## config.mk

```make
export PLATFORM = sky130hd
export DESIGN_NAME = tksns_top
export DESIGN_NICKNAME = d
export VERILOG_FILES = /design/src/hw/tksns_pkg.sv /design/src/hw/tksns_top.sv
export VERILOG_INCLUDE_DIRS = /design/src /design/src/hw
export SDC_FILE = /design/constraint.sdc
export NUM_CORES = 1
export LEC_CHECK = 0
export ABC_AREA = 1
export ABC_CLOCK_PERIOD_IN_PS = 4900
export BUFFER_PORTS_ARGS = -buffer_cell sky130_fd_sc_hd__buf_2
export CAP_MARGIN = 0
export CORE_MARGIN = 1.5
export CORE_UTILIZATION = 60
export DETAILED_ROUTE_END_ITERATION = 10
export HOLD_SLACK_MARGIN = 0.12
export PLACE_DENSITY = 0.83
export SLEW_MARGIN = 0
export SYNTH_ARGS = -nofsm -noshare
export SYNTH_HDL_FRONTEND = slang
export SYNTH_SLANG_ARGS = --single-unit
```

## constraint.sdc

```tcl
create_clock -name REF_CLK_IN -period 4.9 [get_ports REF_CLK_IN]
set_input_delay 0.245 -clock REF_CLK_IN [delete_from_list [all_inputs] [get_ports REF_CLK_IN]]
set_output_delay 0.245 -clock REF_CLK_IN [all_outputs]
set_load 0.005 [all_outputs]
```

## src/hw/tksns_cfg.svh

```systemverilog
// Purpose: Offsets, field positions, reset values and timing counts of the touch sense unit
// Assumes: Register index times four is the byte address on the bus
// Notes:   Definitions only
`ifndef TKSNS_CFG_SVH
`define TKSNS_CFG_SVH
`define TKSNS_IDX_INT_EN     6'h08
`define TKSNS_IDX_INT_FLAG   6'h09
`define TKSNS_IDX_CTL        6'h14
`define TKSNS_IDX_SCAN_CTL   6'h15
`define TKSNS_IDX_STATUS     6'h16
`define TKSNS_IDX_CNT_LOW    6'h17
`define TKSNS_IDX_THR_LO0    6'h18
`define TKSNS_IDX_THR_HI10   6'h1C
`define TKSNS_IDX_THR_HI32   6'h1D
`define TKSNS_FLAG_MASK      8'h3D
`define TKSNS_BIT_AUTO       5
`define TKSNS_BIT_TMR0       4
`define TKSNS_BIT_WKT        3
`define TKSNS_BIT_EXT2       2
`define TKSNS_BIT_EXT0       0
`define TKSNS_BIT_PD         7
`define TKSNS_BIT_CHX        4
`define TKSNS_BIT_SOC        3
`define TKSNS_BIT_SCAN_EN    2
`define TKSNS_CTL_RST        8'hC0
`define TKSNS_CTL_MASK_A     8'hFB
`define TKSNS_CTL_MASK_B     8'hFB
`define TKSNS_SCAN_RST       3'h3
`define TKSNS_THR_LO_RST     8'h28
`define TKSNS_THR_HI_RST     3'h0
`define TKSNS_REF_CH         2'h3
`define TKSNS_BASE_NS        2560
`define TKSNS_CLK_NS         40
`endif

```

## src/hw/tksns_pkg.sv

```systemverilog
// Purpose: Types shared by the touch sense unit
// Assumes: Constants live in tksns_cfg.svh
// Notes:   Nothing here is imported; users write tksns_pkg::name
package tksns_pkg;
   typedef enum logic [1:0] {
      ST_IDLE = 2'b00,
      ST_CONV = 2'b01,
      ST_DONE = 2'b10
   } tksns_state_e;
   typedef struct packed {
      logic       wr;
      logic       rd;
      logic [5:0] idx;
   } tksns_req_s;
   typedef struct packed {
      logic       ovf;
      logic [9:0] count;
      logic       eoc;
      logic [3:0] touched;
   } tksns_res_s;
endpackage

```

## src/hw/tksns_top.sv

```systemverilog
// Purpose: Touch key measurement, auto scan and shared pending flags behind AHB-Lite
// Assumes: Oscillator and interrupt pins are asynchronous; timer pulses share REF_CLK_IN
// Notes:   Reads take one wait state, writes none; responses are always OKAY
`timescale 1ns/1ps
`include "tksns_cfg.svh"
// Summary of operation
// - Auto scan sets the auto touch pending flag when a key is touched.
// - Writing 0 to a pending flag clears it; writing 1 leaves it.
// - Timer 0 overflow pulse sets its pending flag.
// - Wakeup timer timeout pulse sets its pending flag.
// - Falling edge of external pin 2 sets its pending flag.
// - Either edge of external pin 0 sets its pending flag.
// - Power down bit stops the unit when 1; resets to 1.
// - First variant: 3-bit conversion time, eight levels, reset 4.
// - Second variant: 2-bit time maps to levels 0,2,4,6, reset 2.
// - Second variant: extra bit with channel 3 picks reference, else invalid.
// - Rising edge of the start bit launches a single conversion.
// - Start bit clears itself when the conversion finishes.
// - Channel field picks touch channel 0 to 3, reset 0.
// - Auto scan enable runs hardware scanning; otherwise only single conversions.
// - Scan count field scans channels 0 up to 0..3, reset 3.
// - Scan result holds one touch bit per channel, reset 0.
// - End of conversion reads 0 while converting, 1 once done.
// - Overflow reads 1 when the counter overflowed during conversion.
// - Ten-bit count split: high two bits in status, low eight separate.
// - Auto touch interrupt enable gates its flag; reset 0.
// - Each channel has an 11-bit threshold, low reset 40, high 0.
module tksns_top #(
   parameter bit          VARIANT_B   = 1'b0,
   parameter int unsigned BASE_CYCLES = ((`TKSNS_BASE_NS + `TKSNS_CLK_NS - 1) / `TKSNS_CLK_NS)
) (
   input  wire logic        REF_CLK_IN,
   input  wire logic        ARST_N_IN,
   input  wire logic        HSEL_IN,
   input  wire logic [31:0] HADDR_IN,
   input  wire logic [1:0]  HTRANS_IN,
   input  wire logic        HWRITE_IN,
   input  wire logic [2:0]  HSIZE_IN,
   input  wire logic [31:0] HWDATA_IN,
   input  wire logic        HREADY_IN,
   output logic             HREADYOUT_OUT,
   output logic             HRESP_OUT,
   output logic [31:0]      HRDATA_OUT,
   input  wire logic [4:0]  TOUCH_OSC_IN,
   input  wire logic        EXT_IRQ0_PIN_IN,
   input  wire logic        EXT_IRQ2_PIN_IN,
   input  wire logic        TIMER0_OVF_IN,
   input  wire logic        WAKEUP_TIMEOUT_IN,
   output logic [1:0]       TOUCH_CH_SEL_OUT,
   output logic             TOUCH_POWER_DOWN_OUT,
   output logic             IRQ_OUT
);
   localparam int unsigned WIN_W = 16;

   tksns_pkg::tksns_state_e state_r, state_nxt;
   tksns_pkg::tksns_req_s   req_r;
   tksns_pkg::tksns_res_s   res_r;
   logic [7:0]       int_en_r;
   logic [7:0]       flags_r;
   logic [7:0]       ctl_r;
   logic [2:0]       scan_ctl_r;
   logic [7:0]       thr_lo_r [4];
   logic [2:0]       thr_hi_r [4];
   logic [6:0]       sy1_r, sy2_r, sy3_r, lvl_r;
   logic [2:0]       arm_r;
   logic             soc_prev_r;
   logic [1:0]       scan_ch_r;
   logic [WIN_W-1:0] win_r;
   logic [31:0]      hrdata_r;
   logic             hready_r;
   logic             irq_r;
   logic [1:0]       ch_out_r;
   logic             pd_out_r;

   // Synchronised pin levels: [4:0] oscillators, 5 pin 0, 6 pin 2
   wire [6:0] pins_raw   = {EXT_IRQ2_PIN_IN, EXT_IRQ0_PIN_IN, TOUCH_OSC_IN};
   wire [6:0] lvl_nxt    = (sy2_r == sy3_r) ? sy3_r : lvl_r;
   // Edges are masked until the samplers have filled once after reset, so a pin
   // idling high cannot fake an edge; a change in those first cycles is lost
   wire       armed      = arm_r[2];
   wire [6:0] rise       = lvl_nxt & ~lvl_r & {7{armed}};
   wire [6:0] fall       = ~lvl_nxt & lvl_r & {7{armed}};

   // Bus decode
   wire       accept     = HSEL_IN & HTRANS_IN[1] & HREADY_IN;
   wire       wr_now     = req_r.wr;
   wire [7:0] wdat       = HWDATA_IN[7:0];

   // Control fields
   wire       pd         = ctl_r[`TKSNS_BIT_PD];
   wire       soc        = ctl_r[`TKSNS_BIT_SOC];
   wire       chx        = VARIANT_B & ctl_r[`TKSNS_BIT_CHX];
   wire [1:0] ch_sel     = ctl_r[1:0];
   wire       scan_en    = scan_ctl_r[`TKSNS_BIT_SCAN_EN];
   wire [1:0] scan_num   = scan_ctl_r[1:0];
   wire [2:0] level      = VARIANT_B ? {ctl_r[6:5], 1'b0} : ctl_r[6:4];
   wire [WIN_W-1:0] win_len = WIN_W'(BASE_CYCLES) << level;

   // Channel in use and its oscillator
   wire [1:0] act_ch     = scan_en ? scan_ch_r : ch_sel;
   wire       ref_sel    = chx & (act_ch == `TKSNS_REF_CH) & ~scan_en;
   wire       ch_bad     = chx & (act_ch != `TKSNS_REF_CH) & ~scan_en;
   wire       osc_edge   = ch_bad ? 1'b0 : (ref_sel ? rise[4] : rise[act_ch]);

   wire       soc_rise   = soc & ~soc_prev_r;
   wire       start_one  = (state_r == tksns_pkg::ST_IDLE) & ~pd & ~scan_en & soc_rise;
   wire       start_auto = (state_r == tksns_pkg::ST_IDLE) & ~pd & scan_en;
   wire       conv_end   = (state_r == tksns_pkg::ST_CONV) & (win_r == win_len);
   wire       cnt_full   = (res_r.count == 10'h3FF);

   // Touch means fewer oscillations than the threshold
   wire [10:0] thr       = {thr_hi_r[scan_ch_r], thr_lo_r[scan_ch_r]};
   wire        touched   = {res_r.ovf, res_r.count} < thr;
   wire        auto_end  = conv_end & scan_en;
   wire        auto_hit  = auto_end & touched;
   wire [1:0]  scan_nxt  = (scan_ch_r >= scan_num) ? 2'h0 : scan_ch_r + 2'h1;

   // Flag sets and software clears; the set wins
   wire [7:0] flag_set;
   assign flag_set[`TKSNS_BIT_AUTO] = auto_hit;
   assign flag_set[`TKSNS_BIT_TMR0] = TIMER0_OVF_IN;
   assign flag_set[`TKSNS_BIT_WKT]  = WAKEUP_TIMEOUT_IN;
   assign flag_set[`TKSNS_BIT_EXT2] = fall[6];
   assign flag_set[`TKSNS_BIT_EXT0] = rise[5] | fall[5];
   assign flag_set[7:6]             = 2'h0;
   assign flag_set[1]               = 1'b0;
   wire       wr_flags   = wr_now & (req_r.idx == `TKSNS_IDX_INT_FLAG);
   wire [7:0] flag_clr   = wr_flags ? ~wdat : 8'h00;
   wire [7:0] flags_nxt  = ((flags_r & ~flag_clr) | flag_set) & `TKSNS_FLAG_MASK;

   wire       wr_ctl     = wr_now & (req_r.idx == `TKSNS_IDX_CTL);
   wire [7:0] ctl_mask   = VARIANT_B ? `TKSNS_CTL_MASK_B : `TKSNS_CTL_MASK_A;
   wire [7:0] ctl_wr     = wr_ctl ? (wdat & ctl_mask) : ctl_r;
   // Hardware clear beats a write landing in the same cycle
   wire [7:0] ctl_nxt    = conv_end ? (ctl_wr & ~(8'h01 << `TKSNS_BIT_SOC)) : ctl_wr;

   // Read mux
   wire [7:0] status_rd  = {res_r.touched, res_r.eoc, res_r.ovf, res_r.count[9:8]};
   wire [7:0] rd_byte    =
      (req_r.idx == `TKSNS_IDX_INT_EN)   ? int_en_r :
      (req_r.idx == `TKSNS_IDX_INT_FLAG) ? flags_r :
      (req_r.idx == `TKSNS_IDX_CTL)      ? ctl_r :
      (req_r.idx == `TKSNS_IDX_SCAN_CTL) ? {5'h00, scan_ctl_r} :
      (req_r.idx == `TKSNS_IDX_STATUS)   ? status_rd :
      (req_r.idx == `TKSNS_IDX_CNT_LOW)  ? res_r.count[7:0] :
      (req_r.idx >= `TKSNS_IDX_THR_LO0 && req_r.idx < `TKSNS_IDX_THR_HI10) ?
         thr_lo_r[req_r.idx[1:0]] :
      (req_r.idx == `TKSNS_IDX_THR_HI10) ? {1'b0, thr_hi_r[1], 1'b0, thr_hi_r[0]} :
      (req_r.idx == `TKSNS_IDX_THR_HI32) ? {1'b0, thr_hi_r[3], 1'b0, thr_hi_r[2]} :
      8'h00;

   always_comb begin
      state_nxt = state_r;
      case (state_r)
         tksns_pkg::ST_IDLE: begin
            if (start_one || start_auto) begin
               state_nxt = tksns_pkg::ST_CONV;
            end
         end
         tksns_pkg::ST_CONV: begin
            if (pd) begin
               state_nxt = tksns_pkg::ST_IDLE;
            end else if (conv_end) begin
               state_nxt = tksns_pkg::ST_DONE;
            end
         end
         tksns_pkg::ST_DONE: state_nxt = tksns_pkg::ST_IDLE;
         default: state_nxt = tksns_pkg::ST_IDLE;
      endcase
   end

   // Pin synchronisers: only sy2 reads sy1
   always_ff @(posedge REF_CLK_IN or negedge ARST_N_IN) begin
      if (!ARST_N_IN) begin
         sy1_r <= 7'h00;
         sy2_r <= 7'h00;
         sy3_r <= 7'h00;
         lvl_r <= 7'h00;
         arm_r <= 3'h0;
      end else begin
         sy1_r <= pins_raw;
         sy2_r <= sy1_r;
         sy3_r <= sy2_r;
         lvl_r <= lvl_nxt;
         arm_r <= armed ? arm_r : arm_r + 3'h1;
      end
   end

   // Bus slave: reads wait one cycle so a write just before is seen
   always_ff @(posedge REF_CLK_IN or negedge ARST_N_IN) begin
      if (!ARST_N_IN) begin
         req_r    <= '0;
         hready_r <= 1'b1;
         hrdata_r <= 32'h0000_0000;
      end else begin
         req_r.wr  <= accept & HWRITE_IN;
         req_r.rd  <= accept & ~HWRITE_IN;
         if (accept) begin
            req_r.idx <= HADDR_IN[7:2];
         end
         hready_r <= ~(accept & ~HWRITE_IN);
         if (req_r.rd) begin
            hrdata_r <= {24'h00_0000, rd_byte};
         end
      end
   end

   always_ff @(posedge REF_CLK_IN or negedge ARST_N_IN) begin
      if (!ARST_N_IN) begin
         int_en_r   <= 8'h00;
         flags_r    <= 8'h00;
         ctl_r      <= `TKSNS_CTL_RST;
         scan_ctl_r <= {1'b0, 2'(`TKSNS_SCAN_RST)};
         soc_prev_r <= 1'b0;
      end else begin
         flags_r    <= flags_nxt;
         ctl_r      <= ctl_nxt;
         soc_prev_r <= soc;
         if (wr_now && req_r.idx == `TKSNS_IDX_INT_EN) begin
            int_en_r <= wdat & `TKSNS_FLAG_MASK;
         end
         if (wr_now && req_r.idx == `TKSNS_IDX_SCAN_CTL) begin
            scan_ctl_r <= wdat[2:0];
         end
      end
   end

   // Thresholds, one per channel
   genvar g;
   generate
      for (g = 0; g < 4; g++) begin : g_thr
         always_ff @(posedge REF_CLK_IN or negedge ARST_N_IN) begin
            if (!ARST_N_IN) begin
               thr_lo_r[g] <= `TKSNS_THR_LO_RST;
               thr_hi_r[g] <= `TKSNS_THR_HI_RST;
            end else if (wr_now) begin
               if (req_r.idx == `TKSNS_IDX_THR_LO0 + 6'(g)) begin
                  thr_lo_r[g] <= wdat;
               end
               if (req_r.idx == `TKSNS_IDX_THR_HI10 + 6'(g / 2)) begin
                  thr_hi_r[g] <= wdat[4*(g%2) +: 3];
               end
            end
         end
      end
   endgenerate

   // Measurement
   always_ff @(posedge REF_CLK_IN or negedge ARST_N_IN) begin
      if (!ARST_N_IN) begin
         state_r   <= tksns_pkg::ST_IDLE;
         res_r     <= '0;
         win_r     <= '0;
         scan_ch_r <= 2'h0;
      end else begin
         state_r <= state_nxt;
         if (start_one || start_auto) begin
            win_r         <= '0;
            res_r.count   <= 10'h000;
            res_r.ovf     <= 1'b0;
            res_r.eoc     <= 1'b0;
         end else if (state_r == tksns_pkg::ST_CONV && !conv_end) begin
            win_r <= win_r + WIN_W'(1);
            if (osc_edge) begin
               res_r.count <= res_r.count + 10'h001;
               if (cnt_full) begin
                  res_r.ovf <= 1'b1;
               end
            end
         end
         if (conv_end || (state_r == tksns_pkg::ST_CONV && pd)) begin
            res_r.eoc <= 1'b1;
         end
         if (auto_end) begin
            res_r.touched[scan_ch_r] <= touched;
            scan_ch_r                <= scan_nxt;
         end else if (!scan_en || scan_ch_r > scan_num) begin
            scan_ch_r <= 2'h0;
         end
      end
   end

   always_ff @(posedge REF_CLK_IN or negedge ARST_N_IN) begin
      if (!ARST_N_IN) begin
         irq_r    <= 1'b0;
         ch_out_r <= 2'h0;
         pd_out_r <= 1'b1;
      end else begin
         irq_r    <= |(flags_r & int_en_r);
         ch_out_r <= act_ch;
         pd_out_r <= pd;
      end
   end

   assign HREADYOUT_OUT        = hready_r;
   assign HRESP_OUT            = 1'b0;
   assign HRDATA_OUT           = hrdata_r;
   assign TOUCH_CH_SEL_OUT     = ch_out_r;
   assign TOUCH_POWER_DOWN_OUT = pd_out_r;
   assign IRQ_OUT              = irq_r;

   auto_flag_a: assert property (@(posedge REF_CLK_IN) disable iff (!ARST_N_IN)
      auto_hit |=> flags_r[`TKSNS_BIT_AUTO])
      else $error("auto touch flag not set");
   flag_clear_a: assert property (@(posedge REF_CLK_IN) disable iff (!ARST_N_IN)
      wr_flags && !wdat[`TKSNS_BIT_TMR0] && !TIMER0_OVF_IN |=> !flags_r[`TKSNS_BIT_TMR0])
      else $error("timer flag not cleared by zero write");
   flag_keep_a: assert property (@(posedge REF_CLK_IN) disable iff (!ARST_N_IN)
      wr_flags && wdat[`TKSNS_BIT_WKT] && flags_r[`TKSNS_BIT_WKT] |=> flags_r[`TKSNS_BIT_WKT])
      else $error("flag lost on one write");
   tmr_flag_a: assert property (@(posedge REF_CLK_IN) disable iff (!ARST_N_IN)
      TIMER0_OVF_IN |=> flags_r[`TKSNS_BIT_TMR0])
      else $error("timer flag missed");
   wkt_flag_a: assert property (@(posedge REF_CLK_IN) disable iff (!ARST_N_IN)
      WAKEUP_TIMEOUT_IN |=> flags_r[`TKSNS_BIT_WKT])
      else $error("wakeup flag missed");
   soc_clear_a: assert property (@(posedge REF_CLK_IN) disable iff (!ARST_N_IN)
      conv_end |=> !soc ##1 res_r.eoc)
      else $error("start bit not cleared at end");
   eoc_busy_a: assert property (@(posedge REF_CLK_IN) disable iff (!ARST_N_IN)
      $rose(state_r == tksns_pkg::ST_CONV) |-> !res_r.eoc)
      else $error("end flag high while converting");
   irq_follow_a: assert property (@(posedge REF_CLK_IN) disable iff (!ARST_N_IN)
      IRQ_OUT == $past(|(flags_r & int_en_r)))
      else $error("interrupt request mismatch");
   scan_range_a: assert property (@(posedge REF_CLK_IN) disable iff (!ARST_N_IN)
      auto_end && scan_ch_r == scan_num |=> scan_ch_r == 2'h0)
      else $error("scan did not wrap");
   pd_stop_a: assert property (@(posedge REF_CLK_IN) disable iff (!ARST_N_IN)
      pd && state_r != tksns_pkg::ST_CONV |=> state_r != tksns_pkg::ST_CONV)
      else $error("conversion while powered down");
   ext2_fall_a: assert property (@(posedge REF_CLK_IN) disable iff (!ARST_N_IN)
      fall[6] |=> flags_r[`TKSNS_BIT_EXT2])
      else $error("pin 2 falling edge missed");
   ext0_edge_a: assert property (@(posedge REF_CLK_IN) disable iff (!ARST_N_IN)
      rise[5] || fall[5] |=> flags_r[`TKSNS_BIT_EXT0])
      else $error("pin 0 edge missed");
   soc_start_a: assert property (@(posedge REF_CLK_IN) disable iff (!ARST_N_IN)
      $rose(soc) && state_r == tksns_pkg::ST_IDLE && !pd && !scan_en
         |=> state_r == tksns_pkg::ST_CONV)
      else $error("start bit edge did not launch");
   ovf_flag_a: assert property (@(posedge REF_CLK_IN) disable iff (!ARST_N_IN)
      state_r == tksns_pkg::ST_CONV && !conv_end && osc_edge && cnt_full |=> res_r.ovf)
      else $error("counter overflow not flagged");
endmodule

```

Word level (Yosys, flattened, before mapping)
Cells that the tools add are included.

cells by class
  add/sub/neg operators = 4
  magnitude comparators = 10
  eq/ne operators = 18
  shift operators = 1
  mux-type cells = 44
  bitwise gates (word level) = 33
  reduce and logical (&&, ||, !) cells = 28

operators with widths
  cell                     number
  $mux W8                  12
  $eq A6 B5 Y1 const B     10
  $mux W11                 3
  $bmux W8 S2              2
  $mux W16                 2
  $and A6 B6 Y6            4
  $mux W7                  3
  $not A6 Y6               3
  $add A16 B1 Y16 const B  1
  $eq A16 B16 Y1           1
  $reduce_and A2 Y1        8
  $shl A7 B3 Y16 const A   1
  $and A1 B1 Y1            14
  $and A7 B7 Y7            2
  $mux W2                  7
  $eq A6 B4 Y1 const B     2
  $reduce_bool A2 Y1       6
  $lt A11 B11 Y1           1
  $add A10 B1 Y10 const B  1
  $eq A10 B10 Y1 const B   1
  $mux W3                  3
  $reduce_or A8 Y1         1
  $eq A7 B7 Y1             1
  $not A7 Y7               1
  30 further kinds         48

storage, ports and cells
  bits in registers = 154
  output and inout bits = 38
  logic and storage cells = 173

Logic depth before layout (Yosys ltp)
  word-level depth = 11
  mapped depth = 16
  mapped depth without buffers = 15

Worst setup path after synthesis
No wires, ideal clock.

  kind = register to register
  start = register scan_ch_r[0]
  end = register res_r[0] in the netlist's numbering
  library setup time = 66 ps
  arrival time = 2321 ps
  slack = 2513 ps
  cell stages (with the launch flop) = 14
  path buffers = 2
  period minus slack after synthesis = 2387 ps
  cell sequence = dfrtp_1 > clkbuf_1 > inv_1 > clkbuf_1 > nand2_1 > a32o_1 > ha_1 > a21oi_1 > o31ai_1 > nand2_1 > o211ai_1 > a31oi_1 > nand3_1 > nand2_1

between the ends
  cells in the longest elaborated chain, start to end = 6
  elaborated cells between the ends (all ways) = 14
  those cells by class = order compare (3); mux (9); bitwise (1); reduce/logical (1)

ends and longest elaborated chain
  item                                                                           RTL line          text
  start: declaration                                                             tksns_top.sv:67   logic [1:0] scan_ch_r;
  start signal: assignment                                                       tksns_top.sv:276  scan_ch_r <= scan_nxt;
  $not A2 Y3 (not written as such)                                               tksns_top.sv:112  wire [10:0] thr = {thr_hi_r[scan_ch_r], thr_lo_r[scan_ch_r]};
  $bmux W8 S2 / $bmux W3 S2 (equally long branches)                              tksns_top.sv:112
  $mux W8 (not written as such) / $mux W3 (equally long branches) (2 in series)  tksns_top.sv:112
  $lt A11 B11 Y1                                                                 tksns_top.sv:113  wire touched = {res_r.ovf, res_r.count} < thr;
  $bwmux W4 (*)                                                                  tksns_top.sv:275  res_r.touched[scan_ch_r] <= touched;
  end: declaration                                                               tksns_top.sv:57   tksns_pkg::tksns_res_s res_r;

Mark *: on every way between the ends. The rest lies on a longest branch, timed or not. The select of a mux whose other input is x is not followed.
A chain may end at the register's enable or synchronous reset.

Worst setup path in the final report
  start = register scan_ch_r[1]
  end = register flags_r[5]

between the ends
  cells in the longest elaborated chain, start to end = 7
  elaborated cells between the ends (all ways) = 10
  those cells by class = order compare (1); mux (6); bitwise (3)

ends and longest elaborated chain
  item                                                                           RTL line          text
  $not A2 Y3 (not written as such) (*)                                           tksns_top.sv:112
  $bmux W8 S2 / $bmux W3 S2 (equally long branches)                              tksns_top.sv:112
  $mux W8 (not written as such) / $mux W3 (equally long branches) (2 in series)  tksns_top.sv:112
  $lt A11 B11 Y1 (*)                                                             tksns_top.sv:113
  $and A1 B1 Y1 (*)                                                              tksns_top.sv:115  wire auto_hit = auto_end & touched;
  $or A6 B6 Y6 (*)                                                               tksns_top.sv:129  wire [7:0] flags_nxt = ((flags_r & ~flag_clr) | flag_set) & `TKSNS_FLAG_MASK;
  named net flags_nxt[5]                                                         tksns_top.sv:129
  end signal: assignment                                                         tksns_top.sv:216  flags_r <= flags_nxt;
  end: declaration                                                               tksns_top.sv:59   logic [7:0] flags_r;

The timed path passes the listed nets; every way through them passes the cells marked *. The select of a mux whose other input is x is not followed.

==> summary.txt <==
Run status
  • Status: finished, final reports clean

Finish
  • FILL cells: 1017
  • Final net count: 1185
  • Synth-to-layout area growth: 13.3%
  • Design area: slightly above 9000 um^2
  • Ratio of cells with drive above 1 in the final layout: between 10% and 20%
  • Number of diodes: 0

Clocking
  • # H-tree levels: 4
  • CTS buffer count: 17
  • CTS root buf: clkbuf_16
  • Postcts setup bufs: 0
  • Clk sinks: around 150
  • Worst-path clk slew: 0.07 ns
  • Clock insertion delay at the later pin of the skew report: ~0.45 ns
  • TritonCTS clock tree: yes
  • Clock tree buffer depth: 2

Timing
  • Worst slew margin: around two fifths
  • Slew @ Worst Pin: just over 0.9 ns
  • Final hold violations: 0
  • Fin crit share: 59.9%
  • Final setup viols: 0
  • Post-layout min period: 2.94 ns
  • Clk_skew: between 0.008 and 0.009 ns
  • Final TNS setup: 0 ns
  • RSZ-0062 raised after global routing: false
  • Fmax achieved: between 300 and 400 MHz
  • Max-slew violation count: 0

Logic synthesis
  • Post-synth cell types: 51
  • Post-Synthesis Cells: ~1000
  • Top post-synthesis cells by area: dfrtp_1 (42%), nand2_1 (13%), o21ai_0 (6.9%)
  • Sequential share of the synthesized area: 46.9%
  • Syn Area/Cell: 7.98 um^2
  • Yosys top cell by area: dfrtp_1
  • Synth Register Bits: 152
  • FFs w/ async S/R, synth: between 90% and 100%
  • Ys Warns: 0
  • Post-synth EDFFs: 0
  • Most numerous cell in the Yosys netlist: nand2_1
  • Area of the mapped netlist: 8140 um^2
  • Ys flop type: dfrtp_1
  • Most instantiated cells after synthesis: nand2_1 (276), dfrtp_1 (138), o21ai_0 (113)
  • Share of the synthesized area in the top cell type: between 40% and 50%

Floorplanning
  • IO Pins: 121
  • Starting Density: 61.5%
  • Die width: ~120 um
  • FP Rows: 42
  • Die H: approximately 120 um
  • CORE AREA: 13200 um^2
  • Die area: around 14000 um^2

Placed design
  • Count of input and output buffers: between 40 and 50
  • GPL Wtd Cong: 0.910
  • Placed cell area: 8380 um^2
  • Dpl hpwl: roughly 14 mm

Min path
  • Min-Delay Path Class: in2reg
  • Hold Path End: flags_r[3]$_DFF_PN0_
  • Min-delay src: HWDATA_IN[3]
  • Min-Delay Path Depth: 3

Power
  • LEAKAGE: around 4.7 nW
  • Power, Total: around 3.1 mW
  • VDD IR-drop max: just over 0.3 mV
  • Power Dens Cells: 341 nW/um^2

Routing
  • Initial detailed-routing violation count: slightly above 900
  • Vias: about 7300
  • Vias/cell: 5.77
  • Number of remaining DRC errors: 0
  • Detail Route Antenna Nets: 0
  • Drt total wl: 20.7 mm
  • DR pass1 iterations: 6
  • Avg WL per Cell: ~16 um

Global routing
  • Vias in the first global route: around 7000
  • Pin count of the biggest net entering global routing: between 100 and 150
  • Initial antenna violation count: 0
  • Total Routing Usage GR: between 30% and 40%
  • Global-route wire length before repair: approximately 34 mm
  • Global route overflow: 0

Worst setup path
  • Critical Path, Cell by Cell: inv_1 > a32o_1 > ha_1 > a21oi_1 > o31ai_1 > nand2_1 > o211ai_1 > a31oi_1 > nand2_1 > nand2_1
  • Worst r2r src: scan_ch_r[1]$_DFFE_PN0P_
  • Worst reg2reg setup slack: around 2.0 ns
  • RR Endpoint: flags_r[5]$_DFF_PN0_
  • Worst EP arrival: about 3.3 ns
  • Crit-path most repeated cell: nand2_1
  • Data required time of the critical path: ~5.3 ns
  • Reg2reg path depth: 10
  • CP max-delay cell: dfrtp_1
  • Max incr delay on CP: 0.70 ns
  • Startpoint Class: register
  • Crit Path Class: reg2reg
  • CP Capture Type: register
  • Crit-path max FO: 16

Flow run
  • MaxCap Viol Count: 0
sequential cells by signal, summed over array words and instances (netlist names), 2 cells and up:
register          flops
HRDATA_OUT            8
TOUCH_CH_SEL_OUT      2
arm_r                 3
ctl_r                 7
flags_r               5
int_en_r              5
lvl_r                 6
req_r                 7
res_r                16
scan_ch_r             2
scan_ctl_r            3
state_r               2
sy1_r                 7
sy2_r                 7
sy3_r                 7
thr_hi_r             12
thr_lo_r             32
win_r                16
how the worst max path moves through the flow:
| stage | start | end | cells after the start |
|---|---|---|---|
| after global routing | scan_ch_r[1]$_DFFE_PN0P_ | flags_r[5]$_DFF_PN0_ | 10 |
| after floorplan | scan_ch_r[0]$_DFFE_PN0P_ | res_r[0]$_DFFE_PN0P_ | 13 |
| after CTS | scan_ch_r[1]$_DFFE_PN0P_ | flags_r[5]$_DFF_PN0_ | 10 |
| after detailed placement | scan_ch_r[1]$_DFFE_PN0P_ | flags_r[5]$_DFF_PN0_ | 10 |
| after global placement | scan_ch_r[1]$_DFFE_PN0P_ | flags_r[5]$_DFF_PN0_ | 10 |
| final | scan_ch_r[1]$_DFFE_PN0P_ | flags_r[5]$_DFF_PN0_ | 10 |
metal layers:
metal	vias to the layer above	part of all wire, %	routed length [um]	track usage (%)
li1	3405	-	-	-
met1	3448	41	8570	40.8
met2	405	47	9730	49.6
met3	74	8.0	1650	6.27
met4	0	3.8	783	11.7
met5	-	0	0	0
cells in the final DEF (no fill, tap or decap), types with 12 or more instances in the layout:
cell type      Yosys  routed
nand2_1          276     276
dfrtp_1          138     138
o21ai_0          113     113
inv_1            111     111
nor2_1            72      72
nand3_1           50      50
a21oi_1           42      42
buf_2              5      40
conb_1             1      25
dlygate4sd3_1      0      23
ha_1              20      20
nor3_1            18      18
clkbuf_16          0      17
dfstp_2           14      14
xor2_1            12      12
per-stage QoR:
stage          worst slack, ns  util (%)  instances  hold WS [ns]
2_1_floorplan             2.51         -       1045       -0.0506
5_1_grt                   1.86      69.7       1271         0.160
4_1_cts                   2.04      69.7       1271         0.135
3_5_place_dp              2.10      63.3       1216         0.335
3_3_place_gp              2.10      63.3       1216         0.333
6_report                  1.96      69.7       1271         0.154
layout make-up:
| type | instances | area, um^2 | area share [%] |
|---|---|---|---|
| inverters | 121 | 454 | 4.92 |
| multi-input cells | 723 | 3650 | 39.6 |
| well taps | 176 | 220 | 2.39 |
| repair buffers | 67 | 464 | 5.03 |
| flip-flops and latches | 152 | 3820 | 41.4 |
| clock inverters | 15 | 188 | 2.03 |
| clock buffers | 17 | 425 | 4.61 |
where the power goes:
| part | internal [mW] | switching, mW |
|---|---|---|
| logic | 0.137 | 0.250 |
| registers | 1.36 | 0.0771 |
| clock network | 0.690 | 0.633 |
cell families after synthesis:
kind of cell | count (synthesis) | synth area share (%)
other | 1 | 0.0461
flip-flops | 152 | 46.9
XOR/XNOR | 17 | 1.92
AND/OR/NAND/NOR | 461 | 24.9
buffers and inverters | 170 | 9.30
adder cells (fa/ha/maj) | 20 | 3.07
multiplexers | 2 | 0.277
AO/OA/AOI/OAI | 198 | 13.5
timing repair:
action	CTS	global route
gates resized for setup	0	0
hold buffers	23	0
hold endpoints to repair	123	0
critical path: cells and delay by family, from the launching register on:
kind	cells	cell delay (ns)
flip-flops	1	0.70
buffers and inverters	1	0.46
adder cells (fa/ha/maj)	1	0.29
AND/OR/NAND/NOR	3	0.35
AO/OA/AOI/OAI	5	1.07
Note: power is estimated with default switching activity, not from simulation.
